File: src/ffa_pkg.sv
// package of constants for the field fault aggregator
package ffa_pkg;
  // apb register byte offsets
  localparam logic [7:0] ADDR_PRIMARY_FLAGS   = 8'h00;
  localparam logic [7:0] ADDR_SECONDARY_FLAGS = 8'h04;
  localparam logic [7:0] ADDR_PRIMARY_EN      = 8'h08;
  localparam logic [7:0] ADDR_SECONDARY_EN    = 8'h0C;
  localparam logic [7:0] ADDR_WIRE_BREAK      = 8'h10;
  localparam logic [7:0] ADDR_CONTROL         = 8'h14;
  localparam logic [7:0] ADDR_STATUS          = 8'h18;

  // primary flag positions
  localparam int P_SUPPLY_LOW  = 0;
  localparam int P_SUPPLY_MISS = 1;
  localparam int P_ALARM_ONE   = 2;
  localparam int P_ALARM_TWO   = 3;
  localparam int P_CHECKSUM    = 4;
  localparam int P_POWER_ON    = 5;
  localparam int P_WIRE_GROUP  = 6;
  localparam int P_SECONDARY   = 7;

  // secondary flag positions
  localparam int S_IN_REF_SHORT = 0;
  localparam int S_IN_REF_OPEN  = 1;
  localparam int S_WB_REF_SHORT = 2;
  localparam int S_WB_REF_OPEN  = 3;
  localparam int S_THERMAL      = 4;

  // control register fields
  localparam int C_STICKY      = 0;
  localparam int C_SUPPLY_CSEL = 1;

  // reset values
  localparam logic [7:0] PRIMARY_EN_RESET   = 8'h30;
  localparam logic [7:0] SECONDARY_EN_RESET = 8'h00;
  localparam logic [1:0] CONTROL_RESET      = 2'h0;
  localparam logic [7:0] PRIMARY_RESET      = 8'h20;
  localparam logic [7:0] SECONDARY_RESET    = 8'h08;

  // minimum fault pin pulse
  localparam int  CLK_MHZ       = 100;
  localparam int  MIN_PULSE_NS  = 1000;
  localparam int  PULSE_CYCLES  = (MIN_PULSE_NS * CLK_MHZ + 999) / 1000;
  localparam logic [6:0] PULSE_LOAD = 7'(PULSE_CYCLES - 1);

  localparam logic [1:0] MODE_ZERO = 2'h0;
  localparam logic [1:0] MODE_TWO  = 2'h2;
endpackage

File: src/ffa_aggregator.sv
// fault aggregation, enables, pin timing and apb registers
`timescale 1ns/1ps
`default_nettype none

// What this block does
// - fault pin low while any enabled live condition is set, or in sticky mode any enabled primary flag
// - primary flags: supply low, missing, two alarms, checksum, power-on, group, secondary
// - primary enable bits only gate the pin; secondary enable bits also gate the stored secondary group flag
// - alarms and supply flags latch until the primary register is read
// - group flag is OR of wire-break flags, untouched by primary read
// - checksum flag holds from bad frame until a good frame or a mode other than 0/2
// - sticky off: pin releases when the live condition goes away
// - sticky on: pin follows enabled latched flags until read
// - each pin assertion lasts at least one microsecond
// - after reset only checksum and power-on enabled, non-sticky
// - with clear select 0 a good frame in modes 0/2 clears supply and checksum
// - checksum flag only sets in modes 0 and 2
// - monitor tied to regulated supply forces supply flags low
// - supply flags set below thresholds, each clears only when level is above its own
// - input reference short disables inputs and sets its secondary flag
// - input reference open sets its secondary flag
// - wire-break reference short forces wire-break faults, sets its flag
// - wire-break reference open suppresses faults; flag also set at reset or all off
// - thermal shutdown turns field side off, keeps registers, flags while active
// - enabled secondary flags feed the fault pin too
// - reading the wire-break register returns then clears its flags
module ffa_aggregator
(
  input  wire  logic       sys_clk,
  input  wire  logic       rst,
  input  wire  logic       psel,
  input  wire  logic       penable,
  input  wire  logic       pwrite,
  input  wire  logic [7:0] paddr,
  input  wire  logic [31:0] pwdata,
  output logic             pready,
  output logic [31:0]      prdata,
  output logic             pslverr,
  input  wire  logic       supply_below_low,
  input  wire  logic       supply_below_missing,
  input  wire  logic       monitor_disabled,
  input  wire  logic       overtemp_one_in,
  input  wire  logic       overtemp_two_in,
  input  wire  logic       thermal_shutdown_in,
  input  wire  logic       in_ref_short_in,
  input  wire  logic       in_ref_open_in,
  input  wire  logic       wb_ref_short_in,
  input  wire  logic       wb_ref_open_in,
  input  wire  logic [7:0] wire_break_raw,
  input  wire  logic [7:0] wire_break_detect_en,
  input  wire  logic [1:0] serial_mode,
  input  wire  logic       frame_done,
  input  wire  logic       frame_bad,
  output logic             inputs_disabled,
  output logic             field_shutdown,
  output logic             field_fault_out_n_o,
  output logic             field_fault_out_n_oe
);

  ////////////////////////////////////////////////////////////////////////////
  // state

  typedef struct packed {
    logic [1:0]  sb_low, sb_miss, sb_mon, sb_t1, sb_t2, sb_tsd;
    logic [1:0]  sb_rs, sb_ro, sb_ws, sb_wo;
    logic [15:0] sb_wb;
    logic [7:0]  primary_fault_flags;
    logic [7:0]  secondary_fault_flags;
    logic [7:0]  primary_fault_enables;
    logic [7:0]  secondary_fault_enables;
    logic [7:0]  wire_break_flags;
    logic [1:0]  control;
    logic [6:0]  pulse_cnt;
    logic        pin_on;
    logic [31:0] rdata;
  } ffa_state_s;

  ffa_state_s cur;
  ffa_state_s next_cur;

  // synchronised pin levels, second stage only
  logic       s_low, s_miss, s_mon, s_t1, s_t2, s_tsd;
  logic       s_rs, s_ro, s_ws, s_wo;
  logic [7:0] s_wb;
  assign s_low  = cur.sb_low[1];
  assign s_miss = cur.sb_miss[1];
  assign s_mon  = cur.sb_mon[1];
  assign s_t1   = cur.sb_t1[1];
  assign s_t2   = cur.sb_t2[1];
  assign s_tsd  = cur.sb_tsd[1];
  assign s_rs   = cur.sb_rs[1];
  assign s_ro   = cur.sb_ro[1];
  assign s_ws   = cur.sb_ws[1];
  assign s_wo   = cur.sb_wo[1];
  assign s_wb   = cur.sb_wb[15:8];

  ////////////////////////////////////////////////////////////////////////////
  // next state

  logic       rd_acc, wr_acc;
  logic       rd_primary, rd_wb, good_frame, crc_mode;
  logic [7:0] wb_live, live_pri, live_sec, pri_set;
  logic       live_fault, want_pin;

  always_comb
  begin
    next_cur = cur;
    rd_acc = psel && penable && !pwrite;
    wr_acc = psel && penable && pwrite;
    rd_primary = rd_acc && (paddr == ffa_pkg::ADDR_PRIMARY_FLAGS);
    rd_wb = rd_acc && (paddr == ffa_pkg::ADDR_WIRE_BREAK);
    crc_mode = (serial_mode == ffa_pkg::MODE_ZERO) || (serial_mode == ffa_pkg::MODE_TWO);
    good_frame = frame_done && !frame_bad && crc_mode;

    // two-stage synchronisers
    next_cur.sb_low  = {cur.sb_low[0], supply_below_low};
    next_cur.sb_miss = {cur.sb_miss[0], supply_below_missing};
    next_cur.sb_mon  = {cur.sb_mon[0], monitor_disabled};
    next_cur.sb_t1   = {cur.sb_t1[0], overtemp_one_in};
    next_cur.sb_t2   = {cur.sb_t2[0], overtemp_two_in};
    next_cur.sb_tsd  = {cur.sb_tsd[0], thermal_shutdown_in};
    next_cur.sb_rs   = {cur.sb_rs[0], in_ref_short_in};
    next_cur.sb_ro   = {cur.sb_ro[0], in_ref_open_in};
    next_cur.sb_ws   = {cur.sb_ws[0], wb_ref_short_in};
    next_cur.sb_wo   = {cur.sb_wo[0], wb_ref_open_in};
    next_cur.sb_wb   = {cur.sb_wb[7:0], wire_break_raw};

    // reference pin faults override channel results
    if (s_ws)
      wb_live = wire_break_detect_en;
    else if (s_wo)
      wb_live = 8'h00;
    else
      wb_live = s_wb & wire_break_detect_en;
    if (s_tsd || s_rs)
      wb_live = 8'h00; // inputs are off, nothing to judge

    // live conditions; monitor disabled masks supply sensing
    live_pri = 8'h00;
    live_pri[ffa_pkg::P_SUPPLY_LOW]  = s_low && !s_mon;
    live_pri[ffa_pkg::P_SUPPLY_MISS] = s_miss && !s_mon;
    live_pri[ffa_pkg::P_ALARM_ONE]   = s_t1;
    live_pri[ffa_pkg::P_ALARM_TWO]   = s_t2;
    pri_set = live_pri;

    // wire-break flags: clear on read, set wins
    if (rd_wb)
      next_cur.wire_break_flags = wb_live;
    else
      next_cur.wire_break_flags = cur.wire_break_flags | wb_live;

    // primary latched flags
    for (int i = 0; i < 4; i++)
    begin
      if (rd_primary)
        next_cur.primary_fault_flags[i] = pri_set[i];
      else
        next_cur.primary_fault_flags[i] = cur.primary_fault_flags[i] | pri_set[i];
    end
    if (good_frame && !cur.control[ffa_pkg::C_SUPPLY_CSEL])
    begin
      next_cur.primary_fault_flags[ffa_pkg::P_SUPPLY_LOW] = live_pri[ffa_pkg::P_SUPPLY_LOW];
      next_cur.primary_fault_flags[ffa_pkg::P_SUPPLY_MISS] = live_pri[ffa_pkg::P_SUPPLY_MISS];
    end
    if (s_mon)
    begin
      next_cur.primary_fault_flags[ffa_pkg::P_SUPPLY_LOW] = 1'b0;
      next_cur.primary_fault_flags[ffa_pkg::P_SUPPLY_MISS] = 1'b0;
    end

    // checksum flag: set by bad frame, cleared by good frame or outside modes 0/2
    if (frame_done && crc_mode)
      next_cur.primary_fault_flags[ffa_pkg::P_CHECKSUM] = frame_bad;
    if (!crc_mode)
      next_cur.primary_fault_flags[ffa_pkg::P_CHECKSUM] = 1'b0;

    // power-on flag clears on primary read
    if (rd_primary)
      next_cur.primary_fault_flags[ffa_pkg::P_POWER_ON] = 1'b0;

    // secondary flags latch; cleared by reading them
    live_sec = 8'h00;
    live_sec[ffa_pkg::S_IN_REF_SHORT] = s_rs;
    live_sec[ffa_pkg::S_IN_REF_OPEN]  = s_ro;
    live_sec[ffa_pkg::S_WB_REF_SHORT] = s_ws;
    live_sec[ffa_pkg::S_WB_REF_OPEN]  = s_wo || (wire_break_detect_en == 8'h00);
    // shutdown recorded while it is present
    live_sec[ffa_pkg::S_THERMAL] = s_tsd;
    if (rd_acc && paddr == ffa_pkg::ADDR_SECONDARY_FLAGS)
      next_cur.secondary_fault_flags = live_sec;
    else
      next_cur.secondary_fault_flags = cur.secondary_fault_flags | live_sec;

    // group bits follow wire-break and secondary flags, not primary read clears
    next_cur.primary_fault_flags[ffa_pkg::P_WIRE_GROUP] = |next_cur.wire_break_flags;
    next_cur.primary_fault_flags[ffa_pkg::P_SECONDARY] =
      |(next_cur.secondary_fault_flags & cur.secondary_fault_enables);

    // enable and control writes; flags untouched
    if (wr_acc)
    begin
      case (paddr)
        ffa_pkg::ADDR_PRIMARY_EN:   next_cur.primary_fault_enables = pwdata[7:0];
        ffa_pkg::ADDR_SECONDARY_EN: next_cur.secondary_fault_enables = pwdata[7:0];
        ffa_pkg::ADDR_CONTROL:      next_cur.control = pwdata[1:0];
        default:                    next_cur.control = cur.control;
      endcase
    end

    // pin drive source: latched or live
    live_fault = |(live_pri & cur.primary_fault_enables)
               || (cur.primary_fault_flags[ffa_pkg::P_CHECKSUM]
                   && cur.primary_fault_enables[ffa_pkg::P_CHECKSUM])
               || (cur.primary_fault_flags[ffa_pkg::P_POWER_ON]
                   && cur.primary_fault_enables[ffa_pkg::P_POWER_ON])
               || (|wb_live && cur.primary_fault_enables[ffa_pkg::P_WIRE_GROUP])
               || (|(live_sec & cur.secondary_fault_enables)
                   && cur.primary_fault_enables[ffa_pkg::P_SECONDARY]);
    if (cur.control[ffa_pkg::C_STICKY])
      want_pin = |(cur.primary_fault_flags & cur.primary_fault_enables);
    else
      want_pin = live_fault;

    // minimum pulse stretch
    if (want_pin && !cur.pin_on)
    begin
      next_cur.pin_on = 1'b1;
      next_cur.pulse_cnt = ffa_pkg::PULSE_LOAD;
    end
    else if (cur.pulse_cnt != 7'h00)
      next_cur.pulse_cnt = cur.pulse_cnt - 7'h01;
    else
      next_cur.pin_on = want_pin;

    // read mux, registered
    next_cur.rdata = 32'h00000000;
    case (paddr)
      ffa_pkg::ADDR_PRIMARY_FLAGS:   next_cur.rdata[7:0] = cur.primary_fault_flags;
      ffa_pkg::ADDR_SECONDARY_FLAGS: next_cur.rdata[7:0] = cur.secondary_fault_flags;
      ffa_pkg::ADDR_PRIMARY_EN:      next_cur.rdata[7:0] = cur.primary_fault_enables;
      ffa_pkg::ADDR_SECONDARY_EN:    next_cur.rdata[7:0] = cur.secondary_fault_enables;
      ffa_pkg::ADDR_WIRE_BREAK:      next_cur.rdata[7:0] = cur.wire_break_flags;
      ffa_pkg::ADDR_CONTROL:         next_cur.rdata[1:0] = cur.control;
      ffa_pkg::ADDR_STATUS:          next_cur.rdata[2:0] = {cur.pin_on, s_tsd, s_rs};
      default:                       next_cur.rdata = 32'h00000000;
    endcase
  end

  ////////////////////////////////////////////////////////////////////////////
  // registers

  always_ff @(posedge sys_clk or posedge rst)
  begin
    if (rst)
    begin
      cur <= '0;
      cur.primary_fault_flags <= ffa_pkg::PRIMARY_RESET;
      cur.secondary_fault_flags <= ffa_pkg::SECONDARY_RESET;
      cur.primary_fault_enables <= ffa_pkg::PRIMARY_EN_RESET;
      cur.secondary_fault_enables <= ffa_pkg::SECONDARY_EN_RESET;
      cur.control <= ffa_pkg::CONTROL_RESET;
    end
    else
      cur <= next_cur;
  end

  ////////////////////////////////////////////////////////////////////////////
  // outputs

  // no wait state: read data registered in the setup cycle
  assign pready  = psel && penable;
  assign prdata  = cur.rdata;
  assign pslverr = 1'b0;
  assign inputs_disabled = s_rs || s_tsd;
  assign field_shutdown = s_tsd;
  assign field_fault_out_n_o = 1'b0;
  assign field_fault_out_n_oe = cur.pin_on;

endmodule // ffa_aggregator

`default_nettype wire

File: config.mk
export PLATFORM = sky130hd
export DESIGN_NAME = ffa_aggregator
export DESIGN_NICKNAME = d
export VERILOG_FILES = /design/src/ffa_pkg.sv /design/src/ffa_aggregator.sv
export SDC_FILE = /design/constraint.sdc
export NUM_CORES = 1
export LEC_CHECK = 0
export BUFFER_PORTS_ARGS = -buffer_cell sky130_fd_sc_hd__buf_2
export CAP_MARGIN = 10
export CELL_PAD_IN_SITES_DETAIL_PLACEMENT = 2
export CELL_PAD_IN_SITES_GLOBAL_PLACEMENT = 2
export CORE_ASPECT_RATIO = 0.7
export CORE_MARGIN = 1
export CORE_UTILIZATION = 30
export CTS_CLUSTER_DIAMETER = 40
export DETAILED_ROUTE_END_ITERATION = 6
export PLACE_DENSITY = 0.8
export SYNTH_ARGS = -nofsm -noshare
export SYNTH_HDL_FRONTEND = slang
export SYNTH_SLANG_ARGS = --single-unit
File: constraint.sdc
create_clock -name sys_clk -period 7.65 [get_ports sys_clk]
set_input_delay 0.3825 -clock sys_clk [delete_from_list [all_inputs] [get_ports sys_clk]]
set_output_delay 0.3825 -clock sys_clk [all_outputs]
set_load 0.05 [all_outputs]
Word level (Yosys, flattened, before mapping)
Cells that the tools add are included.
{"block": "classes", "addsub": 1, "n_eq_ne": 9, "muxes": 20, "bitwise_logic": 11, "n_reduce_logical": 43}
{"operator": "8-bit two-way mux", "n": 6}
{"operator": "8-bit OR reduction", "n": 6}
{"operator": "5-bit one-hot mux with 5 select lines", "n": 1}
{"operator": "8-bit AND", "n": 3}
{"operator": "8-bit by 5-bit equality test with 1-bit output, second input constant", "n": 3}
{"operator": "1-bit logical AND", "n": 17}
{"operator": "8-bit by 4-bit equality test with 1-bit output, second input constant", "n": 2}
{"operator": "8-bit logical NOT", "n": 2}
{"operator": "2-bit one-hot mux with 7 select lines", "n": 1}
{"operator": "4-bit by 8-bit AND with 8-bit output", "n": 1}
{"operator": "5-bit by 8-bit AND with 8-bit output", "n": 1}
{"operator": "8-bit by 3-bit equality test with 1-bit output, second input constant", "n": 1}
{"operator": "1-bit two-way mux", "n": 8}
{"operator": "8-bit by 5-bit OR with 8-bit output", "n": 1}
{"operator": "8-bit OR", "n": 1}
{"operator": "1-bit logical OR", "n": 7}
{"operator": "7-bit two-way mux", "n": 1}
{"operator": "7-bit nonzero test", "n": 1}
{"operator": "7-bit by 1-bit subtractor with 7-bit output, second input constant", "n": 1}
{"operator": "1-bit one-hot mux with 6 select lines", "n": 1}
{"operator": "2-bit AND reduction", "n": 3}
{"operator": "1-bit logical NOT", "n": 5}
{"operator": "2-bit two-way mux", "n": 2}
{"operator": "1-bit OR", "n": 4}
{"operator": "5 further kinds", "n": 5}
{"block": "word_totals", "regBits": 94, "inputBits": 75, "out_inout_bits": 38}

Logic depth before layout (Yosys ltp)
{"block": "logic_depth", "word_depth": 11, "depth_mapped": 7, "ltp_nobuf": 7}

Worst setup path before layout
No wires, ideal clock.
{"block": "synth_path", "path_kind": "input-to-reg", "startpoint": "input paddr[4]", "endpoint": "register cur[81] (netlist bit)", "setup_ps": 131, "arrival_ps": 1960, "required_time_ps": 7519, "setup_slack_ps": 5559, "cell_stages": 7, "n_path_buf": 2, "path_cell_list": "or3_1 buf_2 or4_4 buf_6 a21bo_1 a22oi_1 nand3_1"}
{"element": "from (decl)", "line": "ffa_aggregator.sv:34", "text": "input wire logic [7:0] paddr,"}
{"element": "to (signal assigned)", "line": "ffa_aggregator.sv:264", "text": "cur <= next_cur;"}
{"element": "to (decl)", "line": "ffa_aggregator.sv:78", "text": "ffa_state_s cur;"}

Worst setup path after layout
{"block": "layout_path", "startpoint": "input paddr[1]", "endpoint": "register cur[60] (netlist bit)"}
{"block": "layout_via", "elab_chain_len": 2}
{"element": "8-bit by 4-bit equality test with 1-bit output", "line": "ffa_aggregator.sv:202", "text": "case (paddr)"}
{"element": "2-bit AND reduction (no source line)"}
Every way passes these cells.
A chain may end at the register's enable or synchronous reset.

==> impl_metrics.tcl <==
set metrics [dict create \
    status "finished clean" \
    slowest_delay_ns 0.58 \
    start_kind "primary input" \
    yosys.area_share.simple_pct 12.1 \
    finalSetupViolCount 0 \
    syn_avg_cell_area_um2 11.9 \
    synth_top_family_by_area "compound AO/OA/AOI/OAI gates" \
    yosysWarnings 0 \
    critPathCaptureType "flip-flop" \
    min_period_over_period_pct 29.0 \
    cp-endpoint "cur[60]" \
    reg2regPathDepth 5 \
    synthAdderAreaFrac_pct 0.620 \
    fp.dieH_um 99.1 \
    cts_root_buf "clkbuf_16" \
    critPathKind "in -> reg" \
    clk_pin_slew_worst_paths_ns 0.08 \
    post_drt_wl_per_cell_um 19.3 \
    rsz0062_at_grt "false" \
    io_pins 113 \
    hold_slack_ns 0.119 \
    cts_tree "done" \
    antenna_found_initial 0 \
    cts_buffer_depth 2 \
    die_area_um2 13900 \
    hold_path.class "in -> async" \
    layout_setup_ws_ns 5.43 \
    initial_utilization_pct 30.7 \
    clock.fmax_mhz 451 \
    insertion_delay_ns 0.36 \
    crit_chain "buf_2 -> or4_1 -> nor3_2 -> nand3_2 -> mux2_1" \
    ant_nets 0 \
    grt_pass1_vias 3170 \
    r2r_end "field_fault_out_n_oe" \
    core_area_um2 13100 \
    drcViolationCount 0 \
    hold_buffers 0 \
    postCtsResizedCells 0 \
    path_max_fanout 8 \
    critPathRequiredTime_ns 7.89 \
    maxSlewHeadroom_pct 25.9 \
    yosysSeqAreaShare_pct 58.4 \
    power_density_nw_per_um2 226 \
    grt_overflow_total 0 \
    ir_drop_mv 0.0955 \
    final_cell_mix "dfrtp_1, buf_2, nand2_1, conb_1, mux2_2" \
    grt_max_degree 54 \
    drv_slew 0 \
    reg2reg_slack_ns 5.68 \
    busiest_layer "met2" \
    tightest_slew_ns 1.10 \
    synth-main-ff-cell "dfrtp_1" \
    p_leak_uw 0.00209 \
    grt_usage_pct 16.9 \
    met2_usage_pct 25.7 \
    rows 35 \
    cts.sinks 94 \
    synth_cell_types 50 \
    cts_buffers 9 \
    syn_area_um2 4040 \
    synth_compound_area_share_pct 14.2 \
    synthCells 339 \
    nets 474 \
    portBuffers 61 \
    viasPerCell 5.18 \
    place_hpwl_mm 8.21 \
    dr.pass1.iters 4 \
    met3_usage_pct 5.59 \
    place_congestion 0.799 \
    drv_cap 0 \
    synth_xor_area_share_pct 0.217 \
    first_iter_violations 134 \
    gr-usage-met1_pct 22.9 \
    vias 2943 \
    htree_levels 3 \
    skew_ns 0.0131 \
    final_common_cell "dfrtp_1" \
    synthArstFlopShare_pct 100 \
    drive_above_1_share_pct 27.6 \
    ys_ff_latch 94 \
    post_cts_buffers 0 \
    post-place-ws_ns 5.06 \
    grt_pass1_wl_mm 17.6 \
    finalHoldViolCount 0 \
    fin_tns_setup_ns 0 \
    worstReg2RegStart "field_shutdown" \
    crit_path_start "paddr[1]" \
    crit_slowest_cell "or4_1" \
    drt_wl_total_mm 11.0 \
    synth_edf_count 0 \
    crit_arrival_ns 2.46 \
    area_growth_pct 15.5 \
    fin_crit_ns 2.22 \
    muxShareOfSynthArea_pct 6.63 \
    die_w_um 141 \
    n_antenna_cell 0 \
]
==> synthesized netlist by cell type (2+ instances only) <==
| master | instances | area share, % |
|---|---|---|
| o21a_1 | 5 | 0.93 |
| a21o_1 | 6 | 1.1 |
| nor2_1 | 10 | 0.93 |
| nand2b_1 | 4 | 0.62 |
| nand2_1 | 26 | 2.4 |
| and3_1 | 2 | 0.31 |
| a22oi_1 | 17 | 3.2 |
| nor2b_1 | 8 | 1.2 |
| mux2_2 | 19 | 5.3 |
| nor4_1 | 4 | 0.62 |
| nand3_2 | 2 | 0.50 |
| nor3_2 | 2 | 0.50 |
| nand3_1 | 9 | 1.1 |
| inv_1 | 7 | 0.65 |
| o21ai_0 | 17 | 2.1 |
| dfstp_2 | 4 | 2.6 |
| a41oi_1 | 3 | 0.65 |
| mux2i_1 | 2 | 0.50 |
| and2_1 | 5 | 0.77 |
| nand4_1 | 2 | 0.31 |
| a222oi_1 | 8 | 2.0 |
| a221oi_1 | 2 | 0.43 |
| o211ai_1 | 9 | 1.7 |
| nand3b_1 | 3 | 0.56 |
| buf_4 | 34 | 6.3 |
| ha_1 | 2 | 0.62 |
| mux2_1 | 3 | 0.84 |
| a21oi_1 | 6 | 0.74 |
| nor3_1 | 5 | 0.62 |
| dfrtp_1 | 90 | 56 |
| clkbuf_1 | 4 | 0.37 |
==> worst min path at each step <==
stage | end | cells after the start | start | slack [ns]
2_1_floorplan | cur[101] | 0 | cur[100] | 0.33
3_3_place_gp | cur[90] | 0 | cur[82] | 0.33
3_5_place_dp | cur[94] | 0 | cur[86] | 0.34
4_1_cts | cur[88] | 1 | wire_break_raw[6] | 0.12
5_1_grt | cur[114] | 1 | supply_below_missing | 0.11
6_report | cur[52] | 2 | rst | 0.12
==> where the power goes <==
| part | total (uW) | internal, uW | leakage [uW] | switching, uW |
|---|---|---|---|---|
| logic | 82.5 | 19.6 | 0.000845 | 62.9 |
| clock network | 449 | 232 | 0.000144 | 217 |
| registers | 523 | 512 | 0.00110 | 11.6 |
==> kinds of logic after synthesis <==
logic type / count (synthesis)
other: 1
and+or+nand+nor: 89
DFF: 94
xor gates and xnor gates: 1
AOI/OAI and AO/OA: 80
muxes: 24
buffers and inverters: 48
adders and majority gates: 2
==> registers in the layout, indices dropped and copies added, names as in the netlist <==
name and flops:
cur 84, field_fault_out_n_oe 1, field_shutdown 1, prdata 8
==> metrics by stage <==
| stage | std cells | total power, uW | utilization (%) | instance area (um^2) |
|---|---|---|---|---|
| CTS | 567 | 1070 | 35.5 | 4660 |
| global route | 568 | 1090 | 35.5 | 4660 |
| floorplan | 364 | 596 | - | 4130 |
| detailed placement | 551 | 616 | 33.2 | 4360 |
| global placement | 551 | 611 | 33.2 | 4360 |
| finish | 568 | 1050 | 35.5 | 4660 |
==> per-layer routing <==
metal	up-vias	share of wire (%)	wire [um]
met1	1546	46	5020
met2	94	46	5040
met5	-	0	0
met4	0	0.90	99
met3	12	7.4	810
li1	1291	-	-
==> critical path: cells and delay by family <==
family,cells,cell delay (ns)
buffers and inverters,1,0.10
muxes,1,0.42
and+or+nand+nor,3,1.55
==> area by class of cell <==
cell class,instances,area (um^2)
Sequential cell,94,2360
Multi-Input combinational cell,222,1460
Clock buffer,9,225
Clock inverter,7,70.1
Inverter,7,27.5
Tap cell,166,208
Fill cell,1390,8470
Timing Repair Buffer,63,318
(Power assumes the default switching activity.)
